[src/sidb_regs.vh]
/*
  sidb_regs.vh: offsets, field positions and reset values for the system
  identification and band-gap register bank.
  assumes: included by bare name; byte addresses on a 32-bit avalon bus.
*/
`ifndef SIDB_REGS_VH
`define SIDB_REGS_VH

`define SIDB_ADDR_W            14
`define SIDB_UID1_OFS          14'h1840
`define SIDB_UID2_OFS          14'h1844
`define SIDB_UID3_OFS          14'h1848
`define SIDB_UID4_OFS          14'h184c
`define SIDB_UID5_OFS          14'h1850
`define SIDB_BGC_OFS           14'h2300
`define SIDB_BGC_CLR_OFS       14'h2304
`define SIDB_BGC_SET_OFS       14'h2308
`define SIDB_BGC_INV_OFS       14'h230c
`define SIDB_PART_ID_OFS       14'h3b20
`define SIDB_KEY_OFS           14'h3b30

`define SIDB_REV_HI            31
`define SIDB_REV_LO            28
`define SIDB_PNUM_HI           27
`define SIDB_PNUM_LO           0
`define SIDB_BGC_CONV_BIT      2
`define SIDB_BGC_CMP_BIT       1
`define SIDB_BGC_MASK          32'h00000006
`define SIDB_BGC_RST           32'h00000000
`define SIDB_KEY_RST           32'h00000000
`define SIDB_READ_LAT          1

`endif

[src/sidb_bgc_bit.v]
/*
  sidb_bgc_bit.v: one band-gap enable bit with write, clear, set and
  toggle aliases plus hardware set and clear inputs.
  assumes: strobes are one-cycle pulses synchronous to sys_clk.
*/
`default_nettype none

module sidb_bgc_bit (
  // clock and reset
  input  wire sys_clk,
  input  wire rstn,
  // software access
  input  wire sw_wr,
  input  wire sw_clr,
  input  wire sw_set,
  input  wire sw_inv,
  input  wire sw_dat,
  // hardware events
  input  wire hw_set,
  input  wire hw_clr,
  // stored bit
  output reg  bit_reg
);

  reg bit_next;

  always @* begin
    bit_next = bit_reg;
    if (sw_wr)
      bit_next = sw_dat;
    if (sw_clr && sw_dat)
      bit_next = 1'b0;
    if (sw_set && sw_dat)
      bit_next = 1'b1;
    if (sw_inv && sw_dat)
      bit_next = ~bit_reg;
    if (hw_clr)
      bit_next = 1'b0;
    if (hw_set)
      bit_next = 1'b1;
  end

  always @(posedge sys_clk or negedge rstn) begin
    if (!rstn)
      bit_reg <= 1'b0;
    else
      bit_reg <= bit_next;
  end

endmodule // sidb_bgc_bit

`default_nettype wire

[src/sidb_top.v]
/*
  sidb_top.v: system id, unlock key, band-gap control and unique id bank
  behind an avalon-mm slave with waitrequest.
  assumes: one clock sys_clk, async active-low rstn; id and unique id
  values come from tie-off inputs that are stable.
  // Operation
  // - id word: revision in 31:28, part number in 27:0, read-only.
  // - id value comes from variant tie-offs, not one constant.
  // - 32-bit write-only key register, resets to zero.
  // - band-gap bit 2 enables converter reference, resets to 0.
  // - band-gap bit 1 enables comparator reference, resets to 0.
  // - enable bits writable by software and set/cleared by hardware.
  // - aliases at +4, +8, +c clear, set, invert the written ones.
  // - band-gap bits 31:3 and 0 read zero, ignore writes.
*/
`include "sidb_regs.vh"
`default_nettype none

module sidb_top (
  // clock and reset
  input  wire        sys_clk,
  input  wire        rstn,
  // avalon-mm slave
  input  wire [13:0] avs_address,
  input  wire        avs_read,
  input  wire        avs_write,
  input  wire [31:0] avs_writedata,
  input  wire [3:0]  avs_byteenable,
  output reg  [31:0] avs_readdata,
  output wire        avs_waitrequest,
  output reg  [1:0]  avs_response,
  // variant tie-offs
  input  wire [3:0]  silicon_revision,
  input  wire [27:0] part_number_field,
  input  wire [31:0] unique_id_word1,
  input  wire [31:0] unique_id_word2,
  input  wire [31:0] unique_id_word3,
  input  wire [31:0] unique_id_word4,
  input  wire [31:0] unique_id_word5,
  // hardware events on band-gap enables
  input  wire        conv_ref_hw_set,
  input  wire        conv_ref_hw_clr,
  input  wire        cmp_ref_hw_set,
  input  wire        cmp_ref_hw_clr,
  // outputs
  output wire        converter_ref_enable,
  output wire        comparator_ref_enable,
  output wire [31:0] system_unlock_key,
  output reg         key_write_pulse
);

  localparam ST_IDLE = 1'b0;
  localparam ST_DONE = 1'b1;

  reg         state_reg;
  reg         state_next;
  reg  [31:0] key_reg;
  reg  [31:0] rdata_next;
  reg         hit_next;
  wire        req;
  wire        take;
  wire [31:0] wmask;
  wire [31:0] wdat;
  wire        bgc_wr;
  wire        bgc_clr;
  wire        bgc_set;
  wire        bgc_inv;
  wire [31:0] bgc_val;

  assign req  = avs_read | avs_write;
  // one wait cycle: accepted on the edge after the request is seen
  assign avs_waitrequest = req & (state_reg == ST_IDLE);
  assign take = req & (state_reg == ST_DONE);

  assign wmask = {{8{avs_byteenable[3]}}, {8{avs_byteenable[2]}},
                  {8{avs_byteenable[1]}}, {8{avs_byteenable[0]}}};
  assign wdat  = avs_writedata & wmask;

  assign bgc_wr  = take & avs_write & (avs_address == `SIDB_BGC_OFS);
  assign bgc_clr = take & avs_write & (avs_address == `SIDB_BGC_CLR_OFS);
  assign bgc_set = take & avs_write & (avs_address == `SIDB_BGC_SET_OFS);
  assign bgc_inv = take & avs_write & (avs_address == `SIDB_BGC_INV_OFS);

  always @* begin
    case (state_reg)
      ST_IDLE: state_next = req ? ST_DONE : ST_IDLE;
      ST_DONE: state_next = ST_IDLE;
      default: state_next = ST_IDLE;
    endcase
  end

  always @(posedge sys_clk or negedge rstn) begin
    if (!rstn)
      state_reg <= ST_IDLE;
    else
      state_reg <= state_next;
  end

  sidb_bgc_bit u_conv_bit (
    .sys_clk (sys_clk),
    .rstn    (rstn),
    .sw_wr   (bgc_wr & avs_byteenable[0]),
    .sw_clr  (bgc_clr),
    .sw_set  (bgc_set),
    .sw_inv  (bgc_inv),
    .sw_dat  (wdat[`SIDB_BGC_CONV_BIT]),
    .hw_set  (conv_ref_hw_set),
    .hw_clr  (conv_ref_hw_clr),
    .bit_reg (converter_ref_enable)
  );

  sidb_bgc_bit u_cmp_bit (
    .sys_clk (sys_clk),
    .rstn    (rstn),
    .sw_wr   (bgc_wr & avs_byteenable[0]),
    .sw_clr  (bgc_clr),
    .sw_set  (bgc_set),
    .sw_inv  (bgc_inv),
    .sw_dat  (wdat[`SIDB_BGC_CMP_BIT]),
    .hw_set  (cmp_ref_hw_set),
    .hw_clr  (cmp_ref_hw_clr),
    .bit_reg (comparator_ref_enable)
  );

  assign bgc_val = {29'h0000000, converter_ref_enable,
                    comparator_ref_enable, 1'b0} & `SIDB_BGC_MASK;

  always @(posedge sys_clk or negedge rstn) begin
    if (!rstn) begin
      key_reg         <= `SIDB_KEY_RST;
      key_write_pulse <= 1'b0;
    end else begin
      key_write_pulse <= 1'b0;
      if (take && avs_write && avs_address == `SIDB_KEY_OFS) begin
        key_reg         <= (key_reg & ~wmask) | wdat;
        key_write_pulse <= 1'b1;
      end
    end
  end
  assign system_unlock_key = key_reg;

  always @* begin
    rdata_next = 32'h00000000;
    hit_next   = 1'b1;
    case (avs_address)
      `SIDB_PART_ID_OFS: rdata_next = {silicon_revision, part_number_field};
      `SIDB_KEY_OFS:     rdata_next = 32'h00000000;
      `SIDB_BGC_OFS,
      `SIDB_BGC_CLR_OFS,
      `SIDB_BGC_SET_OFS,
      `SIDB_BGC_INV_OFS: rdata_next = bgc_val;
      `SIDB_UID1_OFS:    rdata_next = unique_id_word1;
      `SIDB_UID2_OFS:    rdata_next = unique_id_word2;
      `SIDB_UID3_OFS:    rdata_next = unique_id_word3;
      `SIDB_UID4_OFS:    rdata_next = unique_id_word4;
      `SIDB_UID5_OFS:    rdata_next = unique_id_word5;
      default:           hit_next   = 1'b0;
    endcase
  end

  // read data registered while waitrequest is high, stands at the take edge
  always @(posedge sys_clk or negedge rstn) begin
    if (!rstn) begin
      avs_readdata <= 32'h00000000;
      avs_response <= 2'h0;
    end else if (req && state_reg == ST_IDLE) begin
      avs_readdata <= avs_read ? rdata_next : 32'h00000000;
      avs_response <= hit_next ? 2'h0 : 2'h3;
    end
  end

endmodule // sidb_top

`default_nettype wire

[config.mk]
export PLATFORM = sky130hd
export DESIGN_NAME = sidb_top
export DESIGN_NICKNAME = d
export VERILOG_FILES = /design/src/sidb_bgc_bit.v /design/src/sidb_top.v
export VERILOG_INCLUDE_DIRS = /design/src
export SDC_FILE = /design/constraint.sdc
export NUM_CORES = 1
export LEC_CHECK = 0
export ABC_AREA = 1
export BUFFER_PORTS_ARGS = -buffer_cell sky130_fd_sc_hd__buf_2
export CAP_MARGIN = 20
export CORE_AREA = 2 2 125 127
export DETAILED_ROUTE_END_ITERATION = 8
export DIE_AREA = 0 0 127 129
export PLACE_DENSITY = 0.66
export SYNTH_ARGS = -nofsm -noshare
export SYNTH_HDL_FRONTEND = slang
export SYNTH_HIERARCHICAL = 1
export SYNTH_SLANG_ARGS = --single-unit
[constraint.sdc]
create_clock -name sys_clk -period 1.6 [get_ports sys_clk]
set_clock_uncertainty 0.2 [all_clocks]
set_input_delay 0.24 -clock sys_clk [delete_from_list [all_inputs] [get_ports sys_clk]]
set_output_delay 0.24 -clock sys_clk [all_outputs]
set_load 0.05 [all_outputs]
==> key figures <==
Outcome
  – Result of the run: completed

STA
  – Pin slew with the least headroom to its limit: ~0.30 ns
  – Endpoints failing setup: 0
  – Crit path time final: 1.545 ns
  – Worst max-slew margin expressed relative to the limit: 0.8020
  – RSZ-0062 raised after global routing: true
  – Fmax: 647.1 MHz
  – Max Slew Vio Count: 0
  – Share of the cycle needed by the critical path after routing: 0.9658
  – Final worst-path setup slack: 0.05472 ns
  – Final-report hold violation count: 0

Pwr
  – IR Drop Worst-Case VDD: between 0.0004 and 0.0005 V
  – Internal Dissipation: 3.584 mW
  – Sw Ratio: 0.2558
  – Proportion of power drawn by combinational gates: 0.164
  – Net Sw Power: roughly 1.2 mW
  – Power per cell area: 597.2 mW/mm2
  – Leakage power of the design: 4.886 nW
  – Total power of the final layout: just under 5 mW
  – Power share of the clock group: 0.468
  – Share of total power in sequential cells: 0.368

Worst setup path
  – Maximum net fanout on the critical path: 4
  – Worst R2R Start: state_reg$_DFF_PN0_
  – Slowest cell on the critical path: sky130_fd_sc_hd__dfrtp_1
  – Nature of the critical path startpoint: flip-flop
  – Worst-path cell chain: nor2_4 > buf_8
  – Worst-case reg-to-reg path depth: 6
  – Capturing element type of the critical path: primary output
  – Biggest cell delay along the critical path: 0.43 ns
  – Source of the critical timing path: state_reg$_DFF_PN0_
  – Type of the worst setup path: flip-flop to primary output
  – Slack of the worst reg-to-reg path: 0.12 ns
  – Arrival time at the worst endpoint: 1.11 ns
  – Data required time at the worst endpoint: about 1.2 ns

Clock network
  – Max H-tree Level: 3
  – Clock Pin Slew Worst Setup and Hold Paths: 0.06 ns
  – Root cell of the clock tree: sky130_fd_sc_hd__clkbuf_16
  – Total clock buffers created by CTS: 9
  – Clock network latency to the later pin of the worst-skew pair: roughly 0.34 ns
  – Sinks on Clock Net: 69
  – CTS tree: built
  – Maximum clock insertion buffer count: 2

Hold path
  – Instance count along the most critical hold path: 3
  – Min-delay worst type: input port to flip-flop
  – Startpoint of the lowest-slack hold path: avs_byteenable[1]

Routing
  – Sum of routed wire length over all layers: 21.54 mm
  – DRC viols: 0
  – Via/cell ratio: 4.845
  – Total number of vias: 6740
  – Drt pass-1 iters: 5
  – Average wire per standard cell: roughly 15 um
  – Drt first-iter violations: 546
  – Residual antenna-violating net count after detailed routing: 0

Logic synthesis
  – Most frequent cell after synthesis: sky130_fd_sc_hd__nand2_1
  – Number of flops mapped to enable cells by yosys: 0
  – Yosys top cell by area: sky130_fd_sc_hd__dfrtp_1
  – Most common flop cell mapped by yosys: sky130_fd_sc_hd__dfrtp_1
  – List of most frequent post-synthesis cells: 319 x sky130_fd_sc_hd__nand2_1, 240 x sky130_fd_sc_hd__nand3_1, 69 x sky130_fd_sc_hd__dfrtp_1
  – Most area-consuming cells after synthesis: sky130_fd_sc_hd__dfrtp_1 34%, sky130_fd_sc_hd__nand3_1 23%, sky130_fd_sc_hd__nand2_1 23%
  – Gate count after technology mapping: between 800 and 900
  – Per-instance average area after synthesis: 6.189 um2
  – Post-synthesis cell type count: 22
  – Post-synth net total: 1077
  – Synthesized flop and latch total: 69
  – Sequential cell area fraction in the yosys report: 0.3373
  – Post-synthesis cell area: 0.005119 mm2
  – Proportion of register bits with asynchronous set or reset after synthesis: 1.000
  – Portion of synthesized cell area occupied by the leading cell type: 0.3373
  – Yosys warning total: 6

GRT
  – Overall routing resource usage: 0.2627
  – Pin count of the biggest net entering global routing: 34
  – Wire length of the first global-routing pass: 33.56 mm
  – Antenna violations before repair: 2
  – Grt total ovfl: 0
  – Vias in the first global route: around 6500

Finish
  – Share of final-layout standard cells stronger than drive strength 1: 0.3530
  – Filler Cell Count: roughly 1500
  – Total non-filler cell area in the finished layout: 0.008064 mm2
  – Net count, final: 1446
  – Area delta synth->final: 57.54%

Flow run
  – Max cap viols: 0

Die
  – Die extent in x: 127 um
  – Floorplan row count: 45
  – Core area: roughly 0.015 mm2
  – Number of primary I/O pins: 320
  – Effective utilization at floorplan: 0.3418
  – Die area: 0.01638 mm2
  – Overall die height: between 100 and 150 um

Placed design
  – Standard cell area after detailed placement: between 0.007 and 0.008 mm2
  – Detailed-placement wirelength estimate: 16.52 mm
  – Quantity of I/O buffers inserted on ports: 319
  – Placer congestion estimate: 0.9562
  – Dpl ws: -0.2058 ns
[per-stage QoR]
step	TNS [ns]	instances	utilization	hold slack (ns)
6_report	0	1391	0.5384	0.04286
5_1_grt	-0.001981	1391	0.5384	0.04895
4_1_cts	0	1389	0.5357	0.01481
3_5_place_dp	-10.52	1336	0.4878	-0.05331
3_3_place_gp	-9.760	1336	0.4878	-0.04891
2_1_floorplan	0	827	-	-0.2556
[worst max-delay path, delay by kind of cell (launching register included)]
kind	cells	cell delay, ns
buffers and inverters	1	0.17
flip-flops	1	0.43
AND/OR/NAND/NOR	1	0.17
[placed cells by master (no fill, tap or decap)]
cell type                         n
sky130_fd_sc_hd__a21oi_1          2
sky130_fd_sc_hd__buf_12          18
sky130_fd_sc_hd__buf_2          317
sky130_fd_sc_hd__buf_4           39
sky130_fd_sc_hd__buf_8            1
sky130_fd_sc_hd__bufinv_16        2
sky130_fd_sc_hd__clkbuf_16        9
sky130_fd_sc_hd__clkbuf_8         2
sky130_fd_sc_hd__clkinv_2         1
sky130_fd_sc_hd__clkinv_4         2
sky130_fd_sc_hd__dfrtp_1         69
sky130_fd_sc_hd__diode_2          2
sky130_fd_sc_hd__dlygate4sd3_1   37
sky130_fd_sc_hd__inv_1           52
sky130_fd_sc_hd__inv_2            3
sky130_fd_sc_hd__nand2_1        316
sky130_fd_sc_hd__nand2_2          4
sky130_fd_sc_hd__nand2_4          2
sky130_fd_sc_hd__nand3_1        239
sky130_fd_sc_hd__nand3_2          2
sky130_fd_sc_hd__nand3b_1         2
sky130_fd_sc_hd__nand4_1          5
sky130_fd_sc_hd__nor2_1          50
sky130_fd_sc_hd__nor2_2           8
sky130_fd_sc_hd__nor2_4          11
sky130_fd_sc_hd__nor3_1           1
sky130_fd_sc_hd__nor3_2           1
sky130_fd_sc_hd__nor3_4           1
sky130_fd_sc_hd__o21ai_0          4
sky130_fd_sc_hd__or3_4            1
[power by group through the flow]
| stage | combinational (mW) | clock (mW) | sequential (mW) |
|---|---|---|---|
| 3_5_place_dp | 0.707 | 0 | 1.80 |
| 4_1_cts | 0.786 | 2.31 | 1.77 |
| 5_1_grt | 0.862 | 2.37 | 1.77 |
| 2_1_floorplan | 0.195 | 0 | 1.83 |
| 3_3_place_gp | 0.709 | 0 | 1.80 |
| 6_report | 0.791 | 2.25 | 1.77 |
[logic make-up (layout without fill, tap and decap cells)]
kind of cell / Yosys count / count (layout) / synth area share
buffers and inverters: 109 / 483 / 0.1012
AOI/OAI and AO/OA: 6 / 6 / 0.005867
and+or+nand+nor: 643 / 643 / 0.5556
other: 0 / 2 / 0
DFF: 69 / 69 / 0.3373
[layer usage]
layer | vias to the layer above | track usage | share of wire
met3 | 46 | 0.05073 | 0.066
met2 | 272 | 0.4475 | 0.49
met5 | - | 0 | 0
li1 | 3397 | - | -
met4 | 0 | 0.09114 | 0.029
met1 | 3025 | 0.3352 | 0.42
[layout make-up]
| class | count | area [um2] | area share |
|---|---|---|---|
| tap | 188 | 235.2 | 0.02917 |
| clock buffer | 11 | 252.7 | 0.03134 |
| multi-input combinational | 649 | 2930 | 0.3634 |
| inverter | 55 | 206.4 | 0.02560 |
| clock inverter | 5 | 82.58 | 0.01024 |
| antenna | 2 | 5.005 | 0.0006206 |
| timing repair buffer | 412 | 2625 | 0.3255 |
| sequential | 69 | 1727 | 0.2141 |
[worst max-delay path by stage]
stage                                                to  slack, ns
after floorplan           u_cmp_bit/bit_reg$_DFFE_PN0P_       0.04
after global placement                        flip-flop      -0.19
after detailed placement                      flip-flop      -0.21
after CTS                                     flip-flop      0.007
after global routing                          flip-flop     -0.002
final                                   avs_waitrequest       0.05
[what timing repair did]
| item | CTS | global route |
|---|---|---|
| hold endpoints to repair | 103 | 0 |
| gates resized for setup | 3 | 10 |
| setup buffers | 0 | 0 |
| hold buffers | 37 | 0 |
| endpoints found under the setup margin | 1 | 36 |
| pin swaps | 0 | 2 |
(Power assumes the default switching activity.)
